$ cat src/logic/ufb_pkg.sv
/*
 Shared constants and types for the UART flow control, break and status block.
 Assumes one 8-bit register port with word indices and a same-clock receiver front end.
*/
package ufb_pkg;
    // Register port geometry
    localparam int ADDR_W = 4;
    localparam int DATA_W = 8;
    // Register indices
    localparam logic [3:0] REG_DATA = 4'h0;
    localparam logic [3:0] REG_INT_CTRL = 4'h1;
    localparam logic [3:0] REG_EVENT_ID = 4'h2;
    localparam logic [3:0] REG_QUEUE_CTRL = 4'h3;
    localparam logic [3:0] REG_FLOW_CTRL = 4'h4;
    localparam logic [3:0] REG_LINE_FLAGS = 4'h5;
    localparam logic [3:0] REG_HANDSHAKE = 4'h6;
    localparam logic [3:0] REG_RX_LEVEL = 4'h7;
    localparam logic [3:0] REG_TX_LEVEL = 4'h8;
    // Flow control fields
    localparam int FC_AUTO_RTS = 0;
    localparam int FC_AUTO_CTS = 1;
    localparam int FC_POLARITY = 2;
    localparam int FC_LEVEL_LO = 3;
    localparam int FC_LEVEL_HI = 4;
    localparam int FC_MANUAL_RTS = 5;
    localparam int FC_BREAK = 6;
    localparam int FC_FOUR_WIRE = 7;
    localparam logic [7:0] FLOW_CTRL_RESET = 8'h80;
    // Interrupt control fields
    localparam int IC_EN_MODEM = 0;
    localparam int IC_EN_LINE = 1;
    localparam int IC_EN_TX = 2;
    localparam int IC_EN_RXDATA = 3;
    localparam int IC_TRIG_LO = 4;
    localparam int IC_TRIG_HI = 5;
    localparam logic [7:0] INT_CTRL_RESET = 8'h00;
    // Queue control fields
    localparam int QC_TX_FLUSH = 0;
    localparam int QC_RX_FLUSH = 1;
    // Line condition flag positions
    localparam int LS_AVAIL = 0;
    localparam int LS_OVERFLOW = 1;
    localparam int LS_PARITY = 2;
    localparam int LS_FRAMING = 3;
    localparam int LS_BREAK = 4;
    localparam int LS_TXQ_EMPTY = 5;
    localparam int LS_SHIFT_IDLE = 6;
    localparam int LS_ERROR = 7;
    // Handshake flag positions
    localparam int MS_CLEAR_CHANGED = 0;
    localparam int MS_CLEAR_LEVEL = 4;
    // Event identity codes, bits 3:1
    localparam logic [2:0] ID_LINE = 3'h3;
    localparam logic [2:0] ID_RXDATA = 3'h2;
    localparam logic [2:0] ID_TIMEOUT = 3'h6;
    localparam logic [2:0] ID_TX = 3'h1;
    localparam logic [2:0] ID_MODEM = 3'h0;
    // Character timing in bit ticks
    localparam int FRAME_BITS = 10;
    localparam int TIMEOUT_CHARS = 4;
    localparam int TIMEOUT_TICKS = FRAME_BITS * TIMEOUT_CHARS;
    // Character from the receiver front end
    typedef struct packed {
        logic valid;
        logic brk;
        logic framingErr;
        logic parityErr;
        logic [7:0] data;
    } ufb_rxchar_s;
    // Transmit shifter states
    typedef enum logic [0:0] {
        TX_IDLE = 1'b0,
        TX_SHIFT = 1'b1
    } ufb_txstate_e;
endpackage

$ cat src/logic/ufb_uart_flow.sv
/*
 UART flow control, break, queue flush and status logic with both character queues and the transmit shifter.
 Assumes a same-clock receiver front end, a one-cycle bit tick from the baud generator, and an asynchronous CTS pin.
*/
// How it works
// - Auto RTS drops at trigger fill level
// - Auto RTS returns once fill falls below
// - Auto CTS gates start of new characters
// - RTS trigger choices 8, 11, 13, 15
// - Polarity bit: low-active clear, high-active set
// - Without auto, software owns RTS, raw CTS
// - Handshake only in four-wire mode
// - Break aborts current character, holds line low
// - Break release resumes sending queued data
// - Separate queue flushes spare current character
// - Flush returns data trigger to one
// - Both queue fill levels readable
// - Line flags read clears error flags only
// - Error summary on parity, framing, break
// - Shifter idle and transmit queue empty flags
// - Break, framing, parity flags from receiver
// - Overflow when character meets full queue
// - Data available while receive queue nonempty
// - CTS level bit 4, change bit 0
// - Identity shows top pending event only
// - Identity codes and priority order
// - Data trigger choices 1, 4, 8, 14
`timescale 1ns/1ps
module ufb_uart_flow #(
    parameter int DEPTH = 16
) (
    // Clock and reset
    input logic clock,
    input logic srst,
    // Register port
    input logic [ufb_pkg::ADDR_W-1:0] regAddr,
    input logic [ufb_pkg::DATA_W-1:0] regWdata,
    input logic regWrite,
    input logic regRead,
    output logic [ufb_pkg::DATA_W-1:0] regRdata,
    // Bit timing and receiver front end
    input logic bitTick,
    input ufb_pkg::ufb_rxchar_s rxChar,
    // Serial pins
    input logic ctsPin,
    output logic txPin,
    output logic rtsPin,
    output logic rtsPinOe
);
    import ufb_pkg::*;

    localparam int PTR_W = $clog2(DEPTH);
    localparam int LVL_W = PTR_W + 1;

    generate
        if (DEPTH < 16 || DEPTH > 128 || (DEPTH & (DEPTH - 1)) != 0) begin : gBadDepth
            $error("DEPTH must be a power of two from 16 to 128");
        end
    endgenerate

    logic [DATA_W-1:0] rdata_ff;
    logic [7:0] flowCtl_ff;
    logic [7:0] intCtl_ff;
    logic [7:0] txMem [DEPTH];
    logic [7:0] rxMem [DEPTH];
    logic [PTR_W-1:0] txWr_ff;
    logic [PTR_W-1:0] txRd_ff;
    logic [PTR_W-1:0] rxWr_ff;
    logic [PTR_W-1:0] rxRd_ff;
    logic [LVL_W-1:0] txLevel_ff;
    logic [LVL_W-1:0] rxLevel_ff;
    ufb_txstate_e txState_ff;
    logic [9:0] txShift_ff;
    logic [3:0] txBitCnt_ff;
    logic txPin_ff;
    logic rtsPin_ff;
    logic rtsPinOe_ff;
    logic ctsMeta_ff;
    logic ctsSync_ff;
    logic ctsPrev_ff;
    logic clearChanged_ff;
    logic overflow_ff;
    logic parity_ff;
    logic framing_ff;
    logic breakSeen_ff;
    logic errSummary_ff;
    logic [5:0] idleTicks_ff;

    // Register decode
    logic wrData, wrIntCtl, wrQueue, wrFlow, rdData, rdLine, rdHandshake;
    assign wrData = regWrite && regAddr == REG_DATA;
    assign wrIntCtl = regWrite && regAddr == REG_INT_CTRL;
    assign wrQueue = regWrite && regAddr == REG_QUEUE_CTRL;
    assign wrFlow = regWrite && regAddr == REG_FLOW_CTRL;
    assign rdData = regRead && regAddr == REG_DATA;
    assign rdLine = regRead && regAddr == REG_LINE_FLAGS;
    assign rdHandshake = regRead && regAddr == REG_HANDSHAKE;

    // Configuration fields
    logic fourWire, autoRts, autoCts, polarity, breakOn;
    assign fourWire = flowCtl_ff[FC_FOUR_WIRE];
    assign autoRts = flowCtl_ff[FC_AUTO_RTS] && fourWire;
    assign autoCts = flowCtl_ff[FC_AUTO_CTS] && fourWire;
    assign polarity = flowCtl_ff[FC_POLARITY];
    assign breakOn = flowCtl_ff[FC_BREAK];

    function automatic logic [LVL_W-1:0] rtsThreshold(input logic [1:0] sel);
        case (sel)
            2'h0: rtsThreshold = LVL_W'(8);
            2'h1: rtsThreshold = LVL_W'(11);
            2'h2: rtsThreshold = LVL_W'(13);
            default: rtsThreshold = LVL_W'(15);
        endcase
    endfunction

    function automatic logic [LVL_W-1:0] dataThreshold(input logic [1:0] sel);
        case (sel)
            2'h0: dataThreshold = LVL_W'(1);
            2'h1: dataThreshold = LVL_W'(4);
            2'h2: dataThreshold = LVL_W'(8);
            default: dataThreshold = LVL_W'(14);
        endcase
    endfunction

    logic [LVL_W-1:0] rtsThr, dataThr;
    logic rtsWanted, ctsActive, ctsOk;
    assign rtsThr = rtsThreshold(flowCtl_ff[FC_LEVEL_HI:FC_LEVEL_LO]);
    assign dataThr = dataThreshold(intCtl_ff[IC_TRIG_HI:IC_TRIG_LO]);
    assign rtsWanted = rxLevel_ff < rtsThr;
    assign ctsActive = polarity ? ctsSync_ff : !ctsSync_ff;
    assign ctsOk = !autoCts || ctsActive;

    // Queue handshakes
    logic txFull, rxFull, txPush, txLoad, rxPush, rxPop, txFlush, rxFlush;
    assign txFull = txLevel_ff == LVL_W'(DEPTH);
    assign rxFull = rxLevel_ff == LVL_W'(DEPTH);
    assign txFlush = wrQueue && regWdata[QC_TX_FLUSH];
    assign rxFlush = wrQueue && regWdata[QC_RX_FLUSH];
    assign txPush = wrData && !txFull;
    assign txLoad = txState_ff == TX_IDLE && txLevel_ff != '0 && !breakOn && ctsOk;
    assign rxPush = rxChar.valid && !rxFull;
    assign rxPop = rdData && rxLevel_ff != '0;

    // Control registers
    always_ff @(posedge clock) begin
        if (srst) begin
            flowCtl_ff <= FLOW_CTRL_RESET;
        end else if (wrFlow) begin
            flowCtl_ff <= regWdata;
        end
    end

    always_ff @(posedge clock) begin
        if (srst) begin
            intCtl_ff <= INT_CTRL_RESET;
        end else if (wrQueue) begin
            intCtl_ff[IC_TRIG_HI:IC_TRIG_LO] <= 2'h0;
        end else if (wrIntCtl) begin
            intCtl_ff <= regWdata;
        end
    end

    // Transmit queue
    always_ff @(posedge clock) begin
        if (txPush) begin
            txMem[txWr_ff] <= regWdata;
        end
    end

    always_ff @(posedge clock) begin
        if (srst) begin
            txWr_ff <= '0;
            txRd_ff <= '0;
            txLevel_ff <= '0;
        end else if (txFlush) begin
            txWr_ff <= '0;
            txRd_ff <= '0;
            txLevel_ff <= '0;
        end else begin
            txWr_ff <= txPush ? txWr_ff + PTR_W'(1) : txWr_ff;
            txRd_ff <= txLoad ? txRd_ff + PTR_W'(1) : txRd_ff;
            txLevel_ff <= txLevel_ff + LVL_W'(txPush) - LVL_W'(txLoad);
        end
    end

    // Receive queue
    always_ff @(posedge clock) begin
        if (rxPush) begin
            rxMem[rxWr_ff] <= rxChar.data;
        end
    end

    always_ff @(posedge clock) begin
        if (srst) begin
            rxWr_ff <= '0;
            rxRd_ff <= '0;
            rxLevel_ff <= '0;
        end else if (rxFlush) begin
            rxWr_ff <= '0;
            rxRd_ff <= '0;
            rxLevel_ff <= '0;
        end else begin
            rxWr_ff <= rxPush ? rxWr_ff + PTR_W'(1) : rxWr_ff;
            rxRd_ff <= rxPop ? rxRd_ff + PTR_W'(1) : rxRd_ff;
            rxLevel_ff <= rxLevel_ff + LVL_W'(rxPush) - LVL_W'(rxPop);
        end
    end

    // Transmit shifter
    always_ff @(posedge clock) begin
        if (srst) begin
            txState_ff <= TX_IDLE;
            txShift_ff <= 10'h3ff;
            txBitCnt_ff <= 4'h0;
        end else begin
            case (txState_ff)
                TX_IDLE: begin
                    if (txLoad) begin
                        txState_ff <= TX_SHIFT;
                        txShift_ff <= {1'b1, txMem[txRd_ff], 1'b0};
                        txBitCnt_ff <= 4'h0;
                    end
                end
                TX_SHIFT: begin
                    if (breakOn) begin
                        txState_ff <= TX_IDLE;
                    end else if (bitTick) begin
                        txShift_ff <= {1'b1, txShift_ff[9:1]};
                        txBitCnt_ff <= txBitCnt_ff + 4'h1;
                        if (txBitCnt_ff == 4'(FRAME_BITS - 1)) begin
                            txState_ff <= TX_IDLE;
                        end
                    end
                end
                default: txState_ff <= TX_IDLE;
            endcase
        end
    end

    always_ff @(posedge clock) begin
        if (srst) begin
            txPin_ff <= 1'b1;
        end else begin
            txPin_ff <= breakOn ? 1'b0 : (txState_ff == TX_SHIFT ? txShift_ff[0] : 1'b1);
        end
    end

    // RTS pin
    always_ff @(posedge clock) begin
        if (srst) begin
            rtsPin_ff <= 1'b0;
            rtsPinOe_ff <= 1'b1;
        end else begin
            rtsPinOe_ff <= fourWire;
            if (!fourWire) begin
                rtsPin_ff <= 1'b1;
            end else if (autoRts) begin
                rtsPin_ff <= polarity ? rtsWanted : !rtsWanted;
            end else begin
                rtsPin_ff <= flowCtl_ff[FC_MANUAL_RTS];
            end
        end
    end

    // CTS synchroniser and change flag
    always_ff @(posedge clock) begin
        if (srst) begin
            ctsMeta_ff <= 1'b0;
            ctsSync_ff <= 1'b0;
            ctsPrev_ff <= 1'b0;
        end else begin
            ctsMeta_ff <= ctsPin;
            ctsSync_ff <= ctsMeta_ff;
            ctsPrev_ff <= ctsSync_ff;
        end
    end

    always_ff @(posedge clock) begin
        if (srst) begin
            clearChanged_ff <= 1'b0;
        end else begin
            clearChanged_ff <= (ctsSync_ff != ctsPrev_ff) || (clearChanged_ff && !rdHandshake);
        end
    end

    // Receive error flags, set wins over read clear
    logic setOverflow, setParity, setFraming, setBreak;
    assign setOverflow = rxChar.valid && rxFull;
    assign setParity = rxChar.valid && rxChar.parityErr;
    assign setFraming = rxChar.valid && rxChar.framingErr;
    assign setBreak = rxChar.valid && rxChar.brk;

    always_ff @(posedge clock) begin
        if (srst) begin
            overflow_ff <= 1'b0;
            parity_ff <= 1'b0;
            framing_ff <= 1'b0;
            breakSeen_ff <= 1'b0;
            errSummary_ff <= 1'b0;
        end else begin
            overflow_ff <= setOverflow || (overflow_ff && !rdLine);
            parity_ff <= setParity || (parity_ff && !rdLine);
            framing_ff <= setFraming || (framing_ff && !rdLine);
            breakSeen_ff <= setBreak || (breakSeen_ff && !rdLine);
            errSummary_ff <= setParity || setFraming || setBreak || (errSummary_ff && !rdLine);
        end
    end

    // Receive timeout in bit ticks
    always_ff @(posedge clock) begin
        if (srst) begin
            idleTicks_ff <= '0;
        end else if (rxLevel_ff == '0 || rxPush || rxPop) begin
            idleTicks_ff <= '0;
        end else if (bitTick && idleTicks_ff != 6'(TIMEOUT_TICKS)) begin
            idleTicks_ff <= idleTicks_ff + 6'h1;
        end
    end

    // Status words
    logic [7:0] lineFlags, handshakeFlags, eventId;
    logic lineErr;
    assign lineErr = overflow_ff || parity_ff || framing_ff || breakSeen_ff;
    always_comb begin
        lineFlags = 8'h00;
        lineFlags[LS_AVAIL] = rxLevel_ff != '0;
        lineFlags[LS_OVERFLOW] = overflow_ff;
        lineFlags[LS_PARITY] = parity_ff;
        lineFlags[LS_FRAMING] = framing_ff;
        lineFlags[LS_BREAK] = breakSeen_ff;
        lineFlags[LS_TXQ_EMPTY] = txLevel_ff == '0;
        lineFlags[LS_SHIFT_IDLE] = txState_ff == TX_IDLE;
        lineFlags[LS_ERROR] = errSummary_ff;
        handshakeFlags = 8'h00;
        handshakeFlags[MS_CLEAR_LEVEL] = ctsSync_ff;
        handshakeFlags[MS_CLEAR_CHANGED] = clearChanged_ff;
    end

    always_comb begin
        eventId = 8'h01;
        if (intCtl_ff[IC_EN_LINE] && lineErr) begin
            eventId = {4'h0, ID_LINE, 1'b0};
        end else if (intCtl_ff[IC_EN_RXDATA] && rxLevel_ff >= dataThr) begin
            eventId = {4'h0, ID_RXDATA, 1'b0};
        end else if (intCtl_ff[IC_EN_RXDATA] && idleTicks_ff == 6'(TIMEOUT_TICKS)) begin
            eventId = {4'h0, ID_TIMEOUT, 1'b0};
        end else if (intCtl_ff[IC_EN_TX] && txLevel_ff == '0) begin
            eventId = {4'h0, ID_TX, 1'b0};
        end else if (intCtl_ff[IC_EN_MODEM] && clearChanged_ff) begin
            eventId = {4'h0, ID_MODEM, 1'b0};
        end
    end

    // Read data, one cycle after the strobe
    always_ff @(posedge clock) begin
        if (srst || !regRead) begin
            rdata_ff <= 8'h00;
        end else begin
            case (regAddr)
                REG_DATA: rdata_ff <= rxLevel_ff != '0 ? rxMem[rxRd_ff] : 8'h00;
                REG_INT_CTRL: rdata_ff <= intCtl_ff;
                REG_EVENT_ID: rdata_ff <= eventId;
                REG_FLOW_CTRL: rdata_ff <= flowCtl_ff;
                REG_LINE_FLAGS: rdata_ff <= lineFlags;
                REG_HANDSHAKE: rdata_ff <= handshakeFlags;
                REG_RX_LEVEL: rdata_ff <= DATA_W'(rxLevel_ff);
                REG_TX_LEVEL: rdata_ff <= DATA_W'(txLevel_ff);
                default: rdata_ff <= 8'h00;
            endcase
        end
    end

    assign regRdata = rdata_ff;
    assign txPin = txPin_ff;
    assign rtsPin = rtsPin_ff;
    assign rtsPinOe = rtsPinOe_ff;
endmodule

$ cat config.mk
export PLATFORM = sky130hd
export DESIGN_NAME = ufb_uart_flow
export DESIGN_NICKNAME = d
export VERILOG_FILES = /design/src/logic/ufb_pkg.sv /design/src/logic/ufb_uart_flow.sv
export SDC_FILE = /design/constraint.sdc
export NUM_CORES = 1
export LEC_CHECK = 0
export ABC_AREA = 1
export BUFFER_PORTS_ARGS = -buffer_cell sky130_fd_sc_hd__buf_2
export CAP_MARGIN = 20
export CORE_ASPECT_RATIO = 0.7
export CORE_MARGIN = 1.5
export CORE_UTILIZATION = 32
export CTS_CLUSTER_SIZE = 30
export DETAILED_ROUTE_END_ITERATION = 16
export GPL_TIMING_DRIVEN = 0
export SETUP_SLACK_MARGIN = 0.1
export SKIP_LAST_GASP = 1
export SYNTH_ARGS = -nofsm -noshare
export SYNTH_HDL_FRONTEND = slang
export SYNTH_SLANG_ARGS = --single-unit
$ cat constraint.sdc
create_clock -name clock -period 4 [get_ports clock]
set_clock_uncertainty 0.15 [all_clocks]
set_input_delay 0.8 -clock clock [delete_from_list [all_inputs] [get_ports clock]]
set_output_delay 0.8 -clock clock [all_outputs]
set_load 0.005 [all_outputs]
==> results of run 1 <==
## layer usage
metal  track usage (%)  part of all wire [%]  vias up
met5                 0                     0        -
met4             5.628                   2.7        0
met3             4.561                    11       66
met2             23.22                    40      451
met1             24.67                    46     5214
li1                  -                     -     5092
## logic make-up (layout without fill, tap and decap cells)
group                    after synthesis  in the layout
flip-flops                           346            346
buffers and inverters                196            299
adder cells (fa/ha/maj)               35             35
AND/OR/NAND/NOR                      594            594
AO/OA/AOI/OAI                        268            268
other                                  0              1
XOR/XNOR                               7              7
## flip-flops by register name, summed over array words and instances, names as in the netlist, 4 cells and up, named ones only
name          cells
txMem           128
rxRd_ff           4
txShift_ff        9
flowCtl_ff        8
intCtl_ff         8
rxMem           128
txBitCnt_ff       4
idleTicks_ff      6
txRd_ff           4
rxWr_ff           4
rxLevel_ff        5
regRdata          8
txLevel_ff        5
txWr_ff           4
## worst max-delay path: stages (launching register included)
cell and delay (ns):
dfxtp_1 0.31, inv_1 0.10, ha_1 0.21, nand3_1 0.21, nand3_1 0.36, inv_1 0.18
buf_2 0.25, ha_1 0.30, inv_1 0.04, ha_1 0.19, fa_1 0.41, a21oi_1 0.15
o21bai_1 0.09, a21oi_1 0.13, o21a_1 0.13
## final cells by class
cell class | count | area, sq um
fill | 4394 | 28400
sequential | 346 | 9489
multi-input combinational | 904 | 4476
clock buffer | 46 | 988.4
tap | 603 | 754.5
inverter | 142 | 533.0
buffer | 54 | 291.5
timing repair buffer | 40 | 200.2
clock inverter | 17 | 161.4
antenna | 1 | 2.502
## path summary, 6_finish.rpt
check	start	to	slack [ns]
worst max register to register	txLevel_ff[2]	txLevel_ff[4]	0.73
worst max-delay path	txLevel_ff[2]	txLevel_ff[4]	0.73
worst min-delay path	ctsMeta_ff	ctsSync_ff	0.24
worst min register to register	ctsMeta_ff	ctsSync_ff	0.24
## cell usage in the layout (no fill, tap or decap), drive strengths merged
cell      Yosys  layout
clkinvlp      0       1
nor2        256     256
diode         0       1
nand3       100     100
o22ai         6       6
a21oi        68      68
and3          1       1
a21o          1       1
buf          30      70
fa            2       2
o21a          1       1
edfxtp      256     256
xnor2         3       3
o21ai       151     151
dfxtp        90      90
xor2          4       4
or2           5       5
a31oi         1       1
a211oi        1       1
a41oi         1       1
nor3          6       6
bufinv        0       2
nor3b         2       2
clkbuf       24      70
ha           33      33
a221oi        2       2
nand4        15      15
o21bai        1       1
inv         142     144
clkinv        0      12
nand2       209     209
o211ai       35      35
## per-stage QoR
| step | hold slack [ns] | instances | area [sq um] | total power (uW) |
|---|---|---|---|---|
| 2_1_floorplan | 0.2383 | 1446 | 14790 | 5434 |
| 3_3_place_gp | 0.2562 | 2089 | 15740 | 6020 |
| 3_5_place_dp | 0.2523 | 2089 | 15740 | 6059 |
| 4_1_cts | 0.2480 | 2152 | 16890 | 9329 |
| 5_1_grt | 0.2664 | 2153 | 16900 | 9738 |
| 6_report | 0.2354 | 2153 | 16900 | 9300 |
## report_power, final
| part | internal (uW) | leakage (uW) | switching [uW] |
|---|---|---|---|
| logic | 588 | 0.00262 | 1270 |
| clock network | 1890 | 0.000560 | 1400 |
| registers | 4030 | 0.00304 | 127 |
| total | 6500 | 0.00622 | 2800 |
==> impl_metrics.toml, run 1 <==
[synthesis]
synthCells = 1446
yosys_warnings = 0
syn_area_per_cell_sq_um = 10.23
synth_area_sq_um = 14790
syn_nets = 1511
ys_top_cells_by_area = "edfxtp_1 52%, dfxtp_1 12%, nor2_1 6.3%, nand2_1 5.3%, o21ai_0 4.7%"
synth_seq_cells = 346
async_reset_ff_share_pct = 0
seq_area_frac_synth_pct = 64.16
yosys.area_share.simple_pct = 16.84
synth_top_family_by_area = "simple AND/OR/NAND/NOR gates"
synth-compound-area-share_pct = 9.941
synth_edf_count = 256
synth_flop_cell = "edfxtp_1"
yosys.area.top_type_share_pct = 51.98
yosysTopAreaCell = "edfxtp_1"
synth_xor_area_share_pct = 0.4146
synthAdderAreaFrac_pct = 3.063
synth_mux_area_share_pct = 0
yosysUniqueCellTypes = 40
synth.most_common_cell = "edfxtp_1"
synth_common_cells = "256 x edfxtp_1, 247 x nor2_1, 208 x nand2_1"

[floorplanning]
rows = 65
start_util_pct = 32.65
ioPinCount = 41
die_area_sq_um = 47540
fp.dieW_um = 260.0
die_y_um = 182.9
coreArea_sq_um = 45300

[power_and_ir_drop]
p_leak_uw = 0.006222
p_per_area_nw_per_um2 = 550.4
ir_worst_vdd_v = 0.0003088

[grt]
grt_pass1_vias = 10254
track_usage_pct = 16.67
grt_max_degree = 19
grt_pass1_wl_um = 59800
grt-ovfl-total = 0
antenna_found_initial = 1

[detailed_routing]
detail-route-antenna-nets = 0
via_per_inst = 5.027
wirelength_um = 39440
dr.pass1.iters = 8
drc = 0
vias = 10823
wl_per_cell_um = 18.32
dr.first_iter.drc_count = 1130

[final_layout]
utilization_pct = 37.30
layout.nets = 1589
layout-drive-gt1-share_pct = 9.490
syn_to_final_growth_pct = 14.25

[placement]
place_congestion = 0.9884
dp_hpwl_um = 27770
portBuffers = 40
place_ws_ns = 0.6824

[clock_tree]
clockBufferDepth = 3
htree_levels = 2
cts_made_buffers = 36
cts_sinks = 346
clk_pin_slew_ns = 0.06
cts_resized = 0
post_cts_buffers = 0
root_buffer = "clkbuf_16"
clock_latency_ns = 0.56
cts_tree = "done"
holdBufCountCts = 0

[critical_path]
critPathMaxFanout = 10
required_ns = 4.32
critPathArrivalTime_ns = 3.59
cp-end-kind = "register"
worstRegToRegCells = 14
worstSetupPathType = "register to register"
cp-start-kind = "register"

[run_status]
status = "complete, no violations"

[sta]
tns_ns = 0
fin_crit_sh_pct = 81.70
relSlewSlack_pct = 33.64
drv_slew = 0
layout_setup_ws_ns = 0.7319
fin_crit_ns = 3.268
finalSetupViolations = 0
rsz0062_at_grt = "no"
max_freq_ghz = 0.3060
worstMarginPinSlew_ns = 0.9917
hold_violations = 0

[worst_hold_path]
hold_depth = 2
min_path_type = "register to register"

[run]
cap_violations = 0
Power figures use the tool's default switching activity.
==> inputs of run 2 (changes only) <==
==> constraint.sdc (replaced) <==
create_clock -name clock -period 3 [get_ports clock]
set_clock_uncertainty 0.15 [all_clocks]
set_input_delay 0.6 -clock clock [delete_from_list [all_inputs] [get_ports clock]]
set_output_delay 0.6 -clock clock [all_outputs]
set_load 0.005 [all_outputs]
==> run 2 against run 1 <==
Compared with the run above: core utilization grew 0.26 points; non-clock buffer count grew 4; die area is the same; global-route usage grew 0.066 points; highest routed layer unchanged; total power grew 35%; design area grew 0.69%; worst setup slack lost 0.46 ns.
==> impl_metrics.toml, run 2 (synthesized netlist as in run 1, its figures left out) <==
[grt]
grt_pass1_vias = 10284
grt-ovfl-total = 0
grt_max_degree = 19
antenna_found_initial = 2
track_usage_pct = 16.74
grt_pass1_wl_um = 60020

[critical_path]
regToRegEndpoint = "rxLevel_ff[4]"
critPathMaxFanout = 5
r2r_start = "rxLevel_ff[2]"
path_buf_inv = 4
worstRegToRegCells = 17
rrSetupSlack_ns = 0.27
cp-end-kind = "register"
slowest_stage = "dfxtp_4"
critPathArrivalTime_ns = 3.04
critical_path.top_delay_family = "adder cells"
worstSetupPathType = "register to register"
required_ns = 3.31
path_cells = "inv_1, ha_2, nand2_2, nor2_4, nand2_4, nand2_4, nor2_8, ha_1, inv_1, ha_1, inv_1, fa_2, o21ai_1, a21oi_1, inv_1, o21ai_1, a21oi_1"
critPathMaxStageDelay_ns = 0.37
cp-start-kind = "register"
crit_path_frequent_cell = "inv_1"

[placement]
place_congestion = 0.9884
place_ws_ns = -0.2132
dp_hpwl_um = 27770
place_area_sq_um = 15740
placed_cells = 2089
portBuffers = 40

[clock_tree]
root_buffer = "clkbuf_16"
cts_tree = "done"
clockBufferDepth = 3
clock_latency_ns = 0.55
clk_pin_slew_ns = 0.06
cts_sinks = 346
cts_made_buffers = 36
htree_levels = 2

[detailed_routing]
wl_per_cell_um = 18.37
dr.first_iter.drc_count = 1101
wirelength_um = 39630
via_per_inst = 5.028
vias = 10846
detail-route-antenna-nets = 0
drc = 0
dr.pass1.iters = 6

[sta]
hold_violations = 0
tns_ns = 0
drv_slew = 0
relSlewSlack_pct = 35.30
layout_setup_ws_ns = 0.2690
rsz0062_at_grt = "yes"
finalSetupViolations = 0
fin_crit_sh_pct = 91.03
max_freq_ghz = 0.3662
worstMarginPinSlew_ns = 0.9670
fin_crit_ns = 2.731

[final_layout]
design_area_sq_um = 17010
layout-drive-gt1-share_pct = 10.82
top_regs = "rxMem: 128 flops, txMem: 128 flops, txShift_ff: 9 flops"
syn_to_final_growth_pct = 15.03
finalNonFillerCells = 2157
mostFrequentLayoutCell = "edfxtp_1"
final_cell_mix = "256 x edfxtp_1, 245 x nor2_1, 205 x nand2_1"
layout.nets = 1593

[floorplanning]
coreArea_sq_um = 45300
start_util_pct = 32.65
ioPinCount = 41
die_area_sq_um = 47540
fp.dieW_um = 260.0
die_y_um = 182.9
rows = 65

[worst_hold_path]
holdPathEnd = "ctsMeta_ff"
hold_depth = 3
min_from = "ctsPin"
min_path_type = "primary input to register"

[power_and_ir_drop]
p_leak_uw = 0.006260
ir_worst_vdd_v = 0.0004099
p_per_area_nw_per_um2 = 739.9

[run_status]
status = "complete, no violations"

[run]
cap_violations = 0
==> run 2: cell count changes in the layout (fill, tap and decap cells not counted), moves of 3 or more <==
cell and change:
dfxtp_2 +3, nand2_1 -3, buf_4 +4, dfxtp_1 -4
==> run 2: final cells by class <==
| cell class | instances | area (sq um) |
|---|---|---|
| Inverter | 142 | 533.0 |
| Buffer | 54 | 297.8 |
| Fill cell | 4388 | 28290 |
| Clock inverter | 17 | 161.4 |
| Antenna cell | 1 | 2.502 |
| Multi-Input combinational cell | 904 | 4548 |
| Timing Repair Buffer | 44 | 230.2 |
| Sequential cell | 346 | 9497 |
| Tap cell | 603 | 754.5 |
| Clock buffer | 46 | 988.4 |
==> run 2: routing by layer <==
layer | track usage (%) | vias to the layer above | wire length (um)
li1 | - | 5111 | -
met1 | 24.76 | 5229 | 18490
met2 | 23.34 | 438 | 15920
met3 | 4.561 | 68 | 4114
met4 | 5.628 | 0 | 1109
met5 | 0 | - | 0
==> run 2: report_power, final <==
part / internal [uW] / switching (uW)
registers: 5380 / 179
logic: 887 / 1770
clock network: 2520 / 1860
total: 8780 / 3810
==> run 2: metrics by stage <==
step	util [%]	total power (uW)	hold slack [ns]
2_1_floorplan	-	7246	0.2383
3_3_place_gp	34.75	8027	0.2562
3_5_place_dp	34.75	8079	0.2523
4_1_cts	37.39	12500	0.1185
5_1_grt	37.56	13170	0.1505
6_report	37.56	12590	0.1392
==> run 2: worst register-to-register path, delay by kind of cell, from the launching register on <==
family / cells / cell delay [ns]
buffers and inverters: 4 / 0.29
AO/OA/AOI/OAI: 4 / 0.43
AND/OR/NAND/NOR: 5 / 0.47
flip-flops: 1 / 0.37
adder cells (fa/ha/maj): 4 / 0.96
==> run 2: what timing repair did <==
item	4_1_cts	5_1_grt
buffers inserted	2	2
endpoints found under the setup margin	6	3
resized for setup	10	18
pin swaps	2	2
hold buffers	0	0
==> run 2: how the worst max path moves through the flow <==
stage	depth (start not counted)	slack, ns	start	endpoint
2_1_floorplan	15	0.30	regAddr[3]	rxLevel_ff[4]
3_3_place_gp	14	-0.15	txLevel_ff[2]	txLevel_ff[4]
3_5_place_dp	14	-0.21	txLevel_ff[2]	txLevel_ff[4]
4_1_cts	14	0.12	txLevel_ff[2]	txLevel_ff[4]
5_1_grt	17	0.09	rxLevel_ff[2]	rxLevel_ff[4]
6_report	17	0.27	rxLevel_ff[2]	rxLevel_ff[4]
